==> config.mk <==
export PLATFORM = sky130hd
export DESIGN_NAME = sgrc_top
export DESIGN_NICKNAME = d
export VERILOG_FILES = /design/src/verilog/sgrc_pkg.sv /design/src/verilog/sgrc_top.sv
export SDC_FILE = /design/constraint.sdc
export NUM_CORES = 1
export LEC_CHECK = 0
export CORE_MARGIN = 2
export CORE_UTILIZATION = 58
export CTS_CLUSTER_DIAMETER = 40
export DETAILED_ROUTE_END_ITERATION = 16
export DONT_BUFFER_PORTS = 1
export PLACE_DENSITY_LB_ADDON = 0.05
export SLEW_MARGIN = 30
export SYNTH_ARGS = -nofsm -noshare
export SYNTH_HDL_FRONTEND = slang
export SYNTH_SLANG_ARGS = --single-unit
==> constraint.sdc <==
create_clock -name clk_i -period 2.1 [get_ports clk_i]
set_clock_uncertainty 0.1 [all_clocks]
set_input_delay 0.105 -clock clk_i [delete_from_list [all_inputs] [get_ports clk_i]]
set_output_delay 0.105 -clock clk_i [all_outputs]
set_load 0.1 [all_outputs]
==> src/verilog/sgrc_pkg.sv <==
package sgrc_pkg;
    // Peripheral slots and optional pin count
    localparam int unsigned NUM_PERIPH         = 24;
    localparam int unsigned NUM_PINS           = 17;
    // Enable latency after the enabling write
    localparam int unsigned ENABLE_LAT_CYC     = 5;
    // Width of the per-peripheral reset pulse
    localparam int unsigned PRST_PULSE_CYC     = 4;
    localparam int unsigned CNT_W              = 3;
    // Cause register bit positions
    localparam int unsigned CAUSE_W            = 5;
    localparam int unsigned CAUSE_EXT_BIT      = 0;
    localparam int unsigned CAUSE_POR_BIT      = 1;
    localparam int unsigned CAUSE_BOR_BIT      = 2;
    localparam int unsigned CAUSE_WDOG_BIT     = 3;
    localparam int unsigned CAUSE_SW_BIT       = 4;
    localparam logic [4:0]  CAUSE_RESET_VAL    = 5'h00;
    // Power state of the processor
    typedef enum logic [1:0] {
        SGRC_RUN   = 2'b01,
        SGRC_SLEEP = 2'b10
    } sgrc_pstate_t;
endpackage : sgrc_pkg

==> src/verilog/sgrc_top.sv <==
`timescale 1ns/1ps
// Contract
// [RULE1] Gating on, sleep enable clear: stop clock
// [RULE2] Gated peripheral resumes on wake, state kept
// [RULE3] Gating off: sleep enables stored, no effect
// [RULE4] Gating on, sleep enable set: keep clock
// [RULE5] Sleep never alters run clock configuration
// [RULE6] Sleep-clocked peripheral may wake processor
// [RULE7] Gating off: all peripherals clocked in sleep; code clocks only run-enabled ones
// [RULE8] Per-pin presence readable by software
// [RULE9] Software reset resets core and peripherals
// [RULE10] Software reset keeps causes, sets software flag
// [RULE11] Five separate accumulating cause flags
// [RULE12] Flags sticky until cleared or external reset
// [RULE13] Clear selected flags only
// [RULE14] Software clears all flags after reading
// [RULE15] Peripherals start disabled after power-up
// [RULE16] Enable takes five cycles; early access faults
// [RULE17] Per-peripheral reset pulses, peripheral stays enabled
// [RULE18] One bit per cause, same clear mask
// [RULE19] Sleep clock enables registered on system clock
module sgrc_top #(
    parameter int unsigned NP = sgrc_pkg::NUM_PERIPH,
    parameter int unsigned NI = sgrc_pkg::NUM_PINS,
    parameter logic [NP-1:0] PERIPH_PRESENT = '1,
    parameter logic [NI-1:0] PIN_PRESENT    = '1
) (
    // Clock and device reset
    input  wire logic                clk_i,
    input  wire logic                rst_b_i,
    // Reset cause events, one-cycle pulses during the reset being recorded
    input  wire logic                ev_ext_i,
    input  wire logic                ev_por_i,
    input  wire logic                ev_bor_i,
    input  wire logic                ev_wdog_i,
    // Software controls
    input  wire logic                sw_reset_req_i,
    input  wire logic                gating_en_i,
    input  wire logic [NP-1:0]       run_en_set_i,
    input  wire logic [NP-1:0]       run_en_clr_i,
    input  wire logic [NP-1:0]       sleep_en_set_i,
    input  wire logic [NP-1:0]       sleep_en_clr_i,
    input  wire logic [NP-1:0]       periph_reset_req_i,
    input  wire logic [4:0]          cause_clear_i,
    // Processor sleep handshake
    input  wire logic                sleep_req_i,
    input  wire logic [NP-1:0]       periph_wake_i,
    // Peripheral access check
    input  wire logic [NP-1:0]       periph_access_i,
    // Outputs
    output logic [NP-1:0]            periph_clk_en_o,
    output logic [NP-1:0]            periph_ready_o,
    output logic [NP-1:0]            periph_rst_o,
    output logic                     bus_fault_o,
    output logic                     sys_reset_o,
    output logic                     cpu_sleeping_o,
    output logic                     wake_o,
    output logic [4:0]               cause_o,
    output logic [NP-1:0]            sleep_en_o,
    output logic [NP-1:0]            periph_present_o,
    output logic [NI-1:0]            pin_present_o
);

    sgrc_pkg::sgrc_pstate_t pstate_r;
    logic [NP-1:0]          run_en_r;
    logic [NP-1:0]          sleep_en_r;
    logic [NP-1:0]          clk_en_nxt;
    logic [NP-1:0]          wake_nxt;
    logic [4:0]             cause_r;
    logic [4:0]             cause_set;
    logic                   sw_rst_r;

    // Soft reset pulse: one cycle, clears enables, power state and counters, asserts peripheral resets, sets the software cause flag
    always_ff @(posedge clk_i or negedge rst_b_i) begin
        if (!rst_b_i) begin
            sw_rst_r <= 1'b0;
        end else begin
            sw_rst_r <= sw_reset_req_i & ~sw_rst_r;  // [RULE9]
        end
    end

    assign sys_reset_o = sw_rst_r;  // [RULE9]

    // Cause flags survive the soft reset; external reset wipes older flags
    always_comb begin
        cause_set = '0;
        cause_set[sgrc_pkg::CAUSE_EXT_BIT]  = ev_ext_i;   // [RULE11]
        cause_set[sgrc_pkg::CAUSE_POR_BIT]  = ev_por_i;
        cause_set[sgrc_pkg::CAUSE_BOR_BIT]  = ev_bor_i;
        cause_set[sgrc_pkg::CAUSE_WDOG_BIT] = ev_wdog_i;
        cause_set[sgrc_pkg::CAUSE_SW_BIT]   = sw_rst_r;   // [RULE10]
    end

    // Cause register lives outside the soft reset domain; every device reset clears it
    always_ff @(posedge clk_i or negedge rst_b_i) begin
        if (!rst_b_i) begin
            cause_r <= sgrc_pkg::CAUSE_RESET_VAL;
        end else if (ev_ext_i) begin
            cause_r <= cause_set;                                   // [RULE12]
        end else begin
            cause_r <= (cause_r & ~cause_clear_i) | cause_set;      // [RULE13] [RULE18]
        end
    end

    assign cause_o = cause_r;

    // Run and sleep enables, cleared by soft reset
    always_ff @(posedge clk_i or negedge rst_b_i) begin
        if (!rst_b_i) begin
            run_en_r <= '0;                                         // [RULE15]
        end else if (sw_rst_r) begin
            run_en_r <= '0;                                         // [RULE9]
        end else begin
            run_en_r <= (run_en_r & ~run_en_clr_i) | (run_en_set_i & PERIPH_PRESENT);
        end
    end

    always_ff @(posedge clk_i or negedge rst_b_i) begin
        if (!rst_b_i) begin
            sleep_en_r <= '0;
        end else if (sw_rst_r) begin
            sleep_en_r <= '0;
        end else begin
            // Kept whatever the gating enable says
            sleep_en_r <= (sleep_en_r & ~sleep_en_clr_i) | sleep_en_set_i;  // [RULE3]
        end
    end

    assign sleep_en_o = sleep_en_r;

    // Processor power state
    always_comb begin
        wake_nxt = periph_wake_i & clk_en_nxt;                       // [RULE6]
    end

    always_ff @(posedge clk_i or negedge rst_b_i) begin
        if (!rst_b_i) begin
            pstate_r <= sgrc_pkg::SGRC_RUN;
        end else if (sw_rst_r) begin
            pstate_r <= sgrc_pkg::SGRC_RUN;
        end else begin
            case (pstate_r)
                sgrc_pkg::SGRC_RUN: begin
                    if (sleep_req_i) begin
                        pstate_r <= sgrc_pkg::SGRC_SLEEP;
                    end
                end
                sgrc_pkg::SGRC_SLEEP: begin
                    if (|wake_nxt) begin
                        pstate_r <= sgrc_pkg::SGRC_RUN;              // [RULE6]
                    end
                end
                default: begin
                    pstate_r <= sgrc_pkg::SGRC_RUN;
                end
            endcase
        end
    end

    always_ff @(posedge clk_i or negedge rst_b_i) begin
        if (!rst_b_i) begin
            cpu_sleeping_o <= 1'b0;
            wake_o         <= 1'b0;
        end else begin
            cpu_sleeping_o <= (pstate_r == sgrc_pkg::SGRC_SLEEP) & ~sw_rst_r;
            wake_o         <= (pstate_r == sgrc_pkg::SGRC_SLEEP) & (|wake_nxt);
        end
    end

    // Clock enables: sleep only narrows run enables, never touches clock config
    always_comb begin
        if (pstate_r == sgrc_pkg::SGRC_SLEEP && gating_en_i) begin
            clk_en_nxt = run_en_r & sleep_en_r;                      // [RULE1] [RULE4]
        end else begin
            clk_en_nxt = run_en_r;                                   // [RULE2] [RULE5] [RULE7]
        end
    end

    // Registered so the gated clocks never see a combinational glitch
    always_ff @(posedge clk_i or negedge rst_b_i) begin
        if (!rst_b_i) begin
            periph_clk_en_o <= '0;
        end else if (sw_rst_r) begin
            periph_clk_en_o <= '0;
        end else begin
            periph_clk_en_o <= clk_en_nxt;                           // [RULE19]
        end
    end

    // Per-peripheral enable latency and reset pulse counters
    genvar g;
    generate
        for (g = 0; g < NP; g++) begin : g_periph
            logic [sgrc_pkg::CNT_W-1:0] en_cnt_r;
            logic [sgrc_pkg::CNT_W-1:0] rst_cnt_r;

            always_ff @(posedge clk_i or negedge rst_b_i) begin
                if (!rst_b_i) begin
                    en_cnt_r <= '0;
                end else if (sw_rst_r || !run_en_r[g]) begin
                    en_cnt_r <= '0;
                end else if (en_cnt_r != sgrc_pkg::CNT_W'(sgrc_pkg::ENABLE_LAT_CYC - 1)) begin
                    en_cnt_r <= en_cnt_r + 1'b1;                     // [RULE16]
                end
            end

            always_ff @(posedge clk_i or negedge rst_b_i) begin
                if (!rst_b_i) begin
                    periph_ready_o[g] <= 1'b0;
                end else if (sw_rst_r || !run_en_r[g]) begin
                    periph_ready_o[g] <= 1'b0;
                end else begin
                    periph_ready_o[g] <= (en_cnt_r == sgrc_pkg::CNT_W'(sgrc_pkg::ENABLE_LAT_CYC - 1)); // [RULE16]
                end
            end

            always_ff @(posedge clk_i or negedge rst_b_i) begin
                if (!rst_b_i) begin
                    rst_cnt_r <= '0;
                end else if (sw_rst_r) begin
                    rst_cnt_r <= '0;
                end else if (periph_reset_req_i[g]) begin
                    rst_cnt_r <= sgrc_pkg::CNT_W'(sgrc_pkg::PRST_PULSE_CYC);  // [RULE17]
                end else if (rst_cnt_r != '0) begin
                    rst_cnt_r <= rst_cnt_r - 1'b1;
                end
            end

            always_ff @(posedge clk_i or negedge rst_b_i) begin
                if (!rst_b_i) begin
                    periph_rst_o[g] <= 1'b1;
                end else begin
                    periph_rst_o[g] <= sw_rst_r | periph_reset_req_i[g] | (rst_cnt_r > 1);  // [RULE17] [RULE9]
                end
            end
        end
    endgenerate

    // Access to a peripheral not yet ready is a fault
    always_ff @(posedge clk_i or negedge rst_b_i) begin
        if (!rst_b_i) begin
            bus_fault_o <= 1'b0;
        end else begin
            bus_fault_o <= |(periph_access_i & ~periph_ready_o);     // [RULE15] [RULE16]
        end
    end

    always_ff @(posedge clk_i or negedge rst_b_i) begin
        if (!rst_b_i) begin
            periph_present_o <= '0;
            pin_present_o    <= '0;
        end else begin
            periph_present_o <= PERIPH_PRESENT;
            pin_present_o    <= PIN_PRESENT;                         // [RULE8]
        end
    end

    a_gate_off_sleep: assert property (@(posedge clk_i) disable iff (!rst_b_i) // [RULE1]
        (pstate_r == sgrc_pkg::SGRC_SLEEP && gating_en_i && !sw_rst_r && run_en_r[0] && !sleep_en_r[0])
        |=> !periph_clk_en_o[0])
        else $error("peripheral clocked in sleep without sleep enable");

    a_gate_keep_on: assert property (@(posedge clk_i) disable iff (!rst_b_i) // [RULE4]
        (gating_en_i && !sw_rst_r && run_en_r[1] && sleep_en_r[1]) |=> periph_clk_en_o[1])
        else $error("sleep-enabled peripheral lost its clock");

    a_gating_disabled: assert property (@(posedge clk_i) disable iff (!rst_b_i) // [RULE7]
        (!gating_en_i && !sw_rst_r) |=> (periph_clk_en_o == $past(run_en_r)))
        else $error("gating off yet clock enables differ from run enables");

    a_cause_sw_set: assert property (@(posedge clk_i) disable iff (!rst_b_i) // [RULE10]
        (sw_rst_r && !ev_ext_i) |=> cause_r[sgrc_pkg::CAUSE_SW_BIT]
        && ((($past(cause_r) & ~$past(cause_clear_i)) & ~cause_r) == 5'h00))
        else $error("software reset flag not recorded");

    a_cause_sticky: assert property (@(posedge clk_i) disable iff (!rst_b_i) // [RULE12]
        (!ev_ext_i && cause_r[sgrc_pkg::CAUSE_WDOG_BIT] && !cause_clear_i[sgrc_pkg::CAUSE_WDOG_BIT])
        |=> cause_r[sgrc_pkg::CAUSE_WDOG_BIT])
        else $error("cause flag dropped without clear");

    a_cause_clear_sel: assert property (@(posedge clk_i) disable iff (!rst_b_i) // [RULE13]
        (!ev_ext_i && !ev_por_i && cause_clear_i[sgrc_pkg::CAUSE_POR_BIT]) |=> !cause_r[sgrc_pkg::CAUSE_POR_BIT])
        else $error("selected cause flag not cleared");

    a_enable_latency: assert property (@(posedge clk_i) disable iff (!rst_b_i) // [RULE16]
        ($rose(run_en_r[0]) && !sw_rst_r) |-> !periph_ready_o[0] [*5]
        ##1 (periph_ready_o[0] || !run_en_r[0] || sw_rst_r))
        else $error("peripheral ready at wrong cycle");

    a_prst_pulse: assert property (@(posedge clk_i) disable iff (!rst_b_i) // [RULE17]
        (periph_reset_req_i[0] && !sw_rst_r) |=> periph_rst_o[0] [*4])
        else $error("peripheral reset pulse too short");

    a_wake_sleep: assert property (@(posedge clk_i) disable iff (!rst_b_i) // [RULE6]
        (pstate_r == sgrc_pkg::SGRC_SLEEP && !sw_rst_r && |wake_nxt) |=> pstate_r == sgrc_pkg::SGRC_RUN)
        else $error("wake request ignored");

endmodule : sgrc_top

==> results of run 1 <==
[synthesized netlist by cell type, drive strengths merged]
| cell type | number | area [sq um] |
|---|---|---|
| buf | 42 | 317 |
| nand3 | 25 | 125 |
| nand3b | 2 | 27.5 |
| clkbuf | 21 | 78.8 |
| nor2b | 2 | 12.5 |
| nor3 | 72 | 360 |
| nor4 | 2 | 12.5 |
| a21o | 2 | 15.0 |
| o311a | 1 | 10.0 |
| or3 | 24 | 150 |
| ha | 119 | 1490 |
| inv | 193 | 724 |
| or4 | 3 | 26.3 |
| xnor2 | 48 | 420 |
| a2111oi | 24 | 210 |
| o22ai | 11 | 68.8 |
| dfstp | 25 | 657 |
| or2 | 3 | 18.8 |
| a21oi | 121 | 606 |
| dfrtp | 251 | 6280 |
| o211ai | 18 | 140 |
| nor2 | 241 | 905 |
| nor3b | 3 | 22.5 |
| nand2 | 79 | 297 |
| o21ai | 23 | 115 |
| o22a | 1 | 8.76 |
| conb | 1 | 3.75 |
| o221ai | 1 | 8.76 |
| nand2b | 48 | 300 |
| o2111ai | 6 | 52.6 |
[power breakdown]
part / total [mW] / internal, mW / switching (mW) / leakage (nW)
combinational: 3.90 / 1.41 / 2.49 / 4.17
clock: 6.79 / 4.38 / 2.41 / 0.666
sequential: 7.03 / 6.00 / 1.03 / 3.51
[layout make-up]
type / instances / share of cell area (%)
sequential: 276 / 39.7
clock buffer: 54 / 6.43
tap: 285 / 2.04
timing repair buffer: 273 / 15.2
multi-input combinational: 880 / 31.1
antenna: 3 / 0.0429
clock inverter: 18 / 1.34
inverter: 193 / 4.14
[cell families after synthesis]
family	share of synthesized area, %
XOR/XNOR	3.12
AO/OA/AOI/OAI	9.17
other	0.0279
flip-flops	51.5
buffers and inverters	8.32
adder cells (fa/ha/maj)	11.1
AND/OR/NAND/NOR	16.8
[per-layer routing]
layer / share of wire [%] / global-route usage (%) / up-vias
met1: 38 / 32.1 / 5072
met3: 6.6 / 6.73 / 118
met4: 5.9 / 15.9 / 2
met2: 49 / 48.9 / 330
li1: - / - / 5057
met5: 0.038 / 0 / -
[registers in the layout, summed over array words and instances, names as in the netlist]
register            count
periph_clk_en_o        24
cpu_sleeping_o          1
periph_rst_o           24
pin_present_o           1
bus_fault_o             1
g_periph.en_cnt_r      72
pstate_r                2
g_periph.rst_cnt_r     72
sys_reset_o             1
sleep_en_o             24
run_en_r               24
cause_o                 5
periph_ready_o         24
wake_o                  1
[what timing repair did]
| item | CTS | global route |
|---|---|---|
| endpoints found under the hold margin | 436 | 276 |
| endpoints found under the setup margin | 13 | 29 |
| pin swaps | 4 | 4 |
| gates cloned | 1 | 0 |
| resized for setup | 9 | 7 |
| setup buffers | 4 | 0 |
[worst max path at each step]
stage / to / slack (ns) / cells past startpoint
final: periph_present_o[21] / -0.32 / 2
after global routing: pin_present_o[8] / -0.36 / 2
after CTS: periph_present_o[21] / -0.33 / 2
after detailed placement: wake_o$_DFF_PN0_ / -0.08 / 6
after global placement: wake_o$_DFF_PN0_ / -0.03 / 6
after floorplan: wake_o$_DFF_PN0_ / -0.07 / 4
[stage by stage]
step,area (sq um),setup WS [ns],util (%)
after floorplan,13500,-0.0739,-
after global placement,14400,-0.0282,63.3
after detailed placement,14400,-0.0787,63.3
after CTS,17500,-0.331,76.9
after global routing,17500,-0.356,77.0
final,17500,-0.316,77.1
==> results.json, run 1 <==
{
  "initial_utilization_pct": 59.3,
  "tns_ns": -3.41,
  "fillerInstances": 1480,
  "htree_levels": 2,
  "cts_tree": "done",
  "worstSetupStartpointType": "register",
  "relSlewSlack_pct": 63.5,
  "dp_cells": 1741,
  "grt_pass1_wl_microns": 54200,
  "gr-total-overflow": 0,
  "mostFrequentLayoutCell": "dfrtp_1",
  "cts_sinks": 276,
  "avgViaCountPerCell": 5.34,
  "placeableCoreArea_sq_um": 22700,
  "gp_congestion": 0.829,
  "layout_common_cells": "243 x dfrtp_1, 240 x nor2_1, 193 x inv_1",
  "ctsHoldBuffers": 161,
  "cts_made_buffers": 41,
  "path_common_cell": "buf_16",
  "worst_slack_ns": -0.316,
  "worstPathCellList": "buf_16 > buf_16",
  "track_usage_pct": 28.2,
  "cpPeakStageDelay_ns": 0.71,
  "setup-violations-final": 21,
  "min_period_over_period_pct": 115,
  "synth_seq_cells": 276,
  "worst_skew_pair.late_latency_ns": 0.51,
  "syn_area_sq_um": 13500,
  "dieArea_sq_um": 24400,
  "antenna_found_initial": 3,
  "max-vdd-ir-drop_uv": 1050,
  "slew_violations": 0,
  "drive_above_1_share_pct": 13.0,
  "end_kind": "output pin",
  "critPathRequiredTime_ns": 1.89,
  "nNetsFinal": 1966,
  "grt_max_degree": 277,
  "cap_viol_max_count": 0,
  "worstPathArrival_ns": 2.21,
  "cts-root-buf": "clkbuf_16",
  "worst_pin_slew_ns": 0.547,
  "drtIter0Drc": 636,
  "p_leak_nw": 8.34,
  "final_cells": 1982,
  "cp.buffers_inverters": 2,
  "status": "finished with violations",
  "num_vias": 10579,
  "whs_ns": -0.803,
  "syn2layout_area_growth_pct": 30.0,
  "cp_slowest_cell": "buf_16",
  "multi_input_area_sq_um": 5440,
  "syn-num-nets": 1713,
  "powerDensity_nw_per_um2": 1010,
  "design_power_total_mw": 17.7,
  "wl_per_cell_microns": 17.3,
  "worst-path-max-fanout": 10,
  "numPortBuffers": 0,
  "cts_max_path_buffers": 3,
  "yosysWarnings": 0,
  "regToRegSetupSlack_ns": -0.10,
  "synth_cells": 1412,
  "violations": "hold timing, setup timing",
  "io_pins": 328,
  "critPathTopFamily": "buffers and inverters",
  "path_class": "reg2out",
  "dr.pass1.iters": 5,
  "dp_hpwl_microns": 23100,
  "path_clk_slew_ns": 0.05,
  "synthDistinctLibCells": 35,
  "routed_wl_microns": 34300,
  "placementRows": 55,
  "grt_pass1_vias": 10851,
  "worstSetupStartpoint": "pin_present_o[0]$_DFF_PN0_",
  "period_minus_slack_ns": 2.42,
  "regArea_sq_um": 6950,
  "reg2reg_depth": 6,
  "hold_class": "in2async",
  "rsz0062_at_grt": "yes",
  "hold_violations": 276,
  "r2r_start": "pstate_r[0]$_DFFE_PN1P_",
  "crit-reg2reg-capture": "wake_o$_DFF_PN0_",
  "fp.dieH_microns": 156,
  "fmax_ghz": 0.414,
  "yosysSeqAreaShare_pct": 51.5,
  "dieWidth_microns": 156,
  "ant_nets": 0,
  "drc": 0,
  "post_synth.cell_area_avg_sq_um": 9.53
}
Power figures use the tool's default switching activity.
==> inputs of run 2 (changes only) <==
Settings changed: PLACE_DENSITY set to 0.81, PLACE_DENSITY_LB_ADDON 0.05 to not set.
==> run 2 against run 1 <==
Against the previous run: the run still ends with hold timing, setup timing left; die area did not move; sequential share of layout area fell by 0.10 points; final area up 0.26%; register-to-register slack lost 0.08 ns; non-clock buffer count is 3 higher; sequential cell count stayed put; combinational power is 5% higher; global-route usage grew 3.3 points; clock-buffer cell count shrank 6; maximum frequency is 6.2% higher; largest cell class unchanged.
==> results.json, run 2 (synthesis gave the netlist of run 1 again) <==
{
  "status": "finished with violations",
  "violations": "hold timing, setup timing",
  "placed_area_sq_um": 14500,
  "drtIter0Drc": 640,
  "drc": 0,
  "path_clk_slew_ns": 0.06,
  "cts_tree": "done",
  "dp_cells": 1749,
  "track_usage_pct": 31.5,
  "min_period_over_period_pct": 108,
  "gp_congestion": 0.895,
  "met3_length_microns": 3240,
  "final_cells": 1984,
  "critPathRequiredTime_ns": 2.40,
  "dieWidth_microns": 156,
  "grt_max_degree": 277,
  "numPortBuffers": 0,
  "worstPathArrival_ns": 2.57,
  "fp.dieH_microns": 156,
  "met1Wirelength_microns": 13700,
  "max-vdd-ir-drop_uv": 866,
  "cts_made_buffers": 40,
  "worstPathCellList": "nand3b_4 > buf_4 > o211ai_1 > o2111ai_2 > or4_4 > o311a_1",
  "worst_slack_ns": -0.175,
  "fillerInstances": 1319,
  "grt_pass1_wl_microns": 60000,
  "cap_viol_max_count": 0,
  "critPathTopFamily": "compound AO/OA/AOI/OAI gates",
  "fin_util_pct": 77.3,
  "end_kind": "register",
  "period_minus_slack_ns": 2.28,
  "drive_above_1_share_pct": 13.2,
  "setup-violations-final": 3,
  "grt_pass1_vias": 11660,
  "powerDensity_nw_per_um2": 1050,
  "cts-root-buf": "clkbuf_16",
  "htree_levels": 2,
  "worst_skew_pair.late_latency_ns": 0.51,
  "dieArea_sq_um": 24400,
  "cp_slowest_cell": "or4_4",
  "slew_violations": 0,
  "cts_max_path_buffers": 3,
  "dr.pass1.iters": 7,
  "cpPeakStageDelay_ns": 0.50,
  "initial_utilization_pct": 59.3,
  "design_power_total_mw": 18.5,
  "mostFrequentLayoutCell": "dfrtp_1",
  "fin_area_sq_um": 17500,
  "num_vias": 11203,
  "cp.buffers_inverters": 1,
  "hold_class": "in2async",
  "gr-total-overflow": 0,
  "dp_hpwl_microns": 23400,
  "worst_pin_slew_ns": 0.615,
  "path_class": "reg2reg",
  "nNetsFinal": 1968,
  "rsz0062_at_grt": "yes",
  "avgViaCountPerCell": 5.65,
  "p_leak_nw": 8.35,
  "dr.max_layer_used": "met5",
  "wl_per_cell_microns": 19.3,
  "placeableCoreArea_sq_um": 22700,
  "relSlewSlack_pct": 59.0,
  "reg_top3": "g_periph.en_cnt_r x72, g_periph.rst_cnt_r x72",
  "dr_wl_met2_microns": 19000,
  "hold_violations": 277,
  "io_pins": 328,
  "routed_wl_microns": 38400,
  "worst-path-max-fanout": 3,
  "cts_sinks": 276,
  "layout_common_cells": "243 x dfrtp_1, 240 x nor2_1, 193 x inv_1",
  "worstSetupStartpointType": "register",
  "fmax_ghz": 0.440,
  "placementRows": 55,
  "antenna_found_initial": 4,
  "ant_nets": 0,
  "whs_ns": -0.817,
  "syn2layout_area_growth_pct": 30.3
}
-- run 2: per-stage QoR --
| stage | setup TNS [ns] | setup WS (ns) |
|---|---|---|
| after floorplan | -0.0739 | -0.0739 |
| after global placement | -0.0544 | -0.0463 |
| after detailed placement | -0.193 | -0.100 |
| after CTS | -0.216 | -0.102 |
| after global routing | -0.490 | -0.205 |
| final | -0.378 | -0.175 |
-- run 2: power by group --
| group | switching, mW | total [mW] | internal [mW] |
|---|---|---|---|
| Clock | 2.46 | 7.29 | 4.83 |
| Combinational | 2.65 | 4.08 | 1.44 |
| Sequential | 1.10 | 7.09 | 6.00 |
| Total | 6.20 | 18.5 | 12.3 |
-- run 2: path summary, 6_finish.rpt --
| kind | from | endpoint | slack (ns) | cells after the start |
|---|---|---|---|---|
| max reg2reg | pstate_r[0]$_DFFE_PN1P_ | wake_o$_DFF_PN0_ | -0.18 | 6 |
| max | pstate_r[0]$_DFFE_PN1P_ | wake_o$_DFF_PN0_ | -0.18 | 6 |
| max in group asynchronous | rst_b_i | g_periph[8].rst_cnt_r[1]$_DFFE_PN0P_ | 2.18 | 0 |
| min in group clk_i | periph_access_i[6] | bus_fault_o$_DFF_PN0_ | -0.03 | 4 |
| min | rst_b_i | g_periph[0].en_cnt_r[0]$_DFFE_PN0N_ | -0.82 | 0 |
| min reg2reg | g_periph[19].rst_cnt_r[2]$_DFFE_PN0P_ | periph_rst_o[19]$_DFF_PN1_ | 0.40 | 1 |
-- run 2: area by class of cell --
class | instances | area, sq um | share of cell area [%]
flip-flops and latches | 276 | 6950 | 39.6
multi-input cells | 880 | 5420 | 30.9
repair buffers | 276 | 2640 | 15.0
clock buffers | 48 | 1060 | 6.05
inverters | 193 | 724 | 4.13
clock inverters | 22 | 379 | 2.16
well taps | 285 | 357 | 2.03
diodes | 4 | 10.0 | 0.0570
-- run 2: layer usage --
metal	up-vias	GRT usage (%)
met5	-	0
met4	2	18.1
met3	175	8.97
met2	542	54.6
met1	5416	34.6
li1	5068	-
-- run 2: what timing repair did --
item | CTS | global route
buffers inserted | 0 | 1
resized for setup | 2 | 3
setup endpoints to repair | 3 | 4
pin swaps | 1 | 2
hold buffers | 157 | 4
hold endpoints to repair | 437 | 277
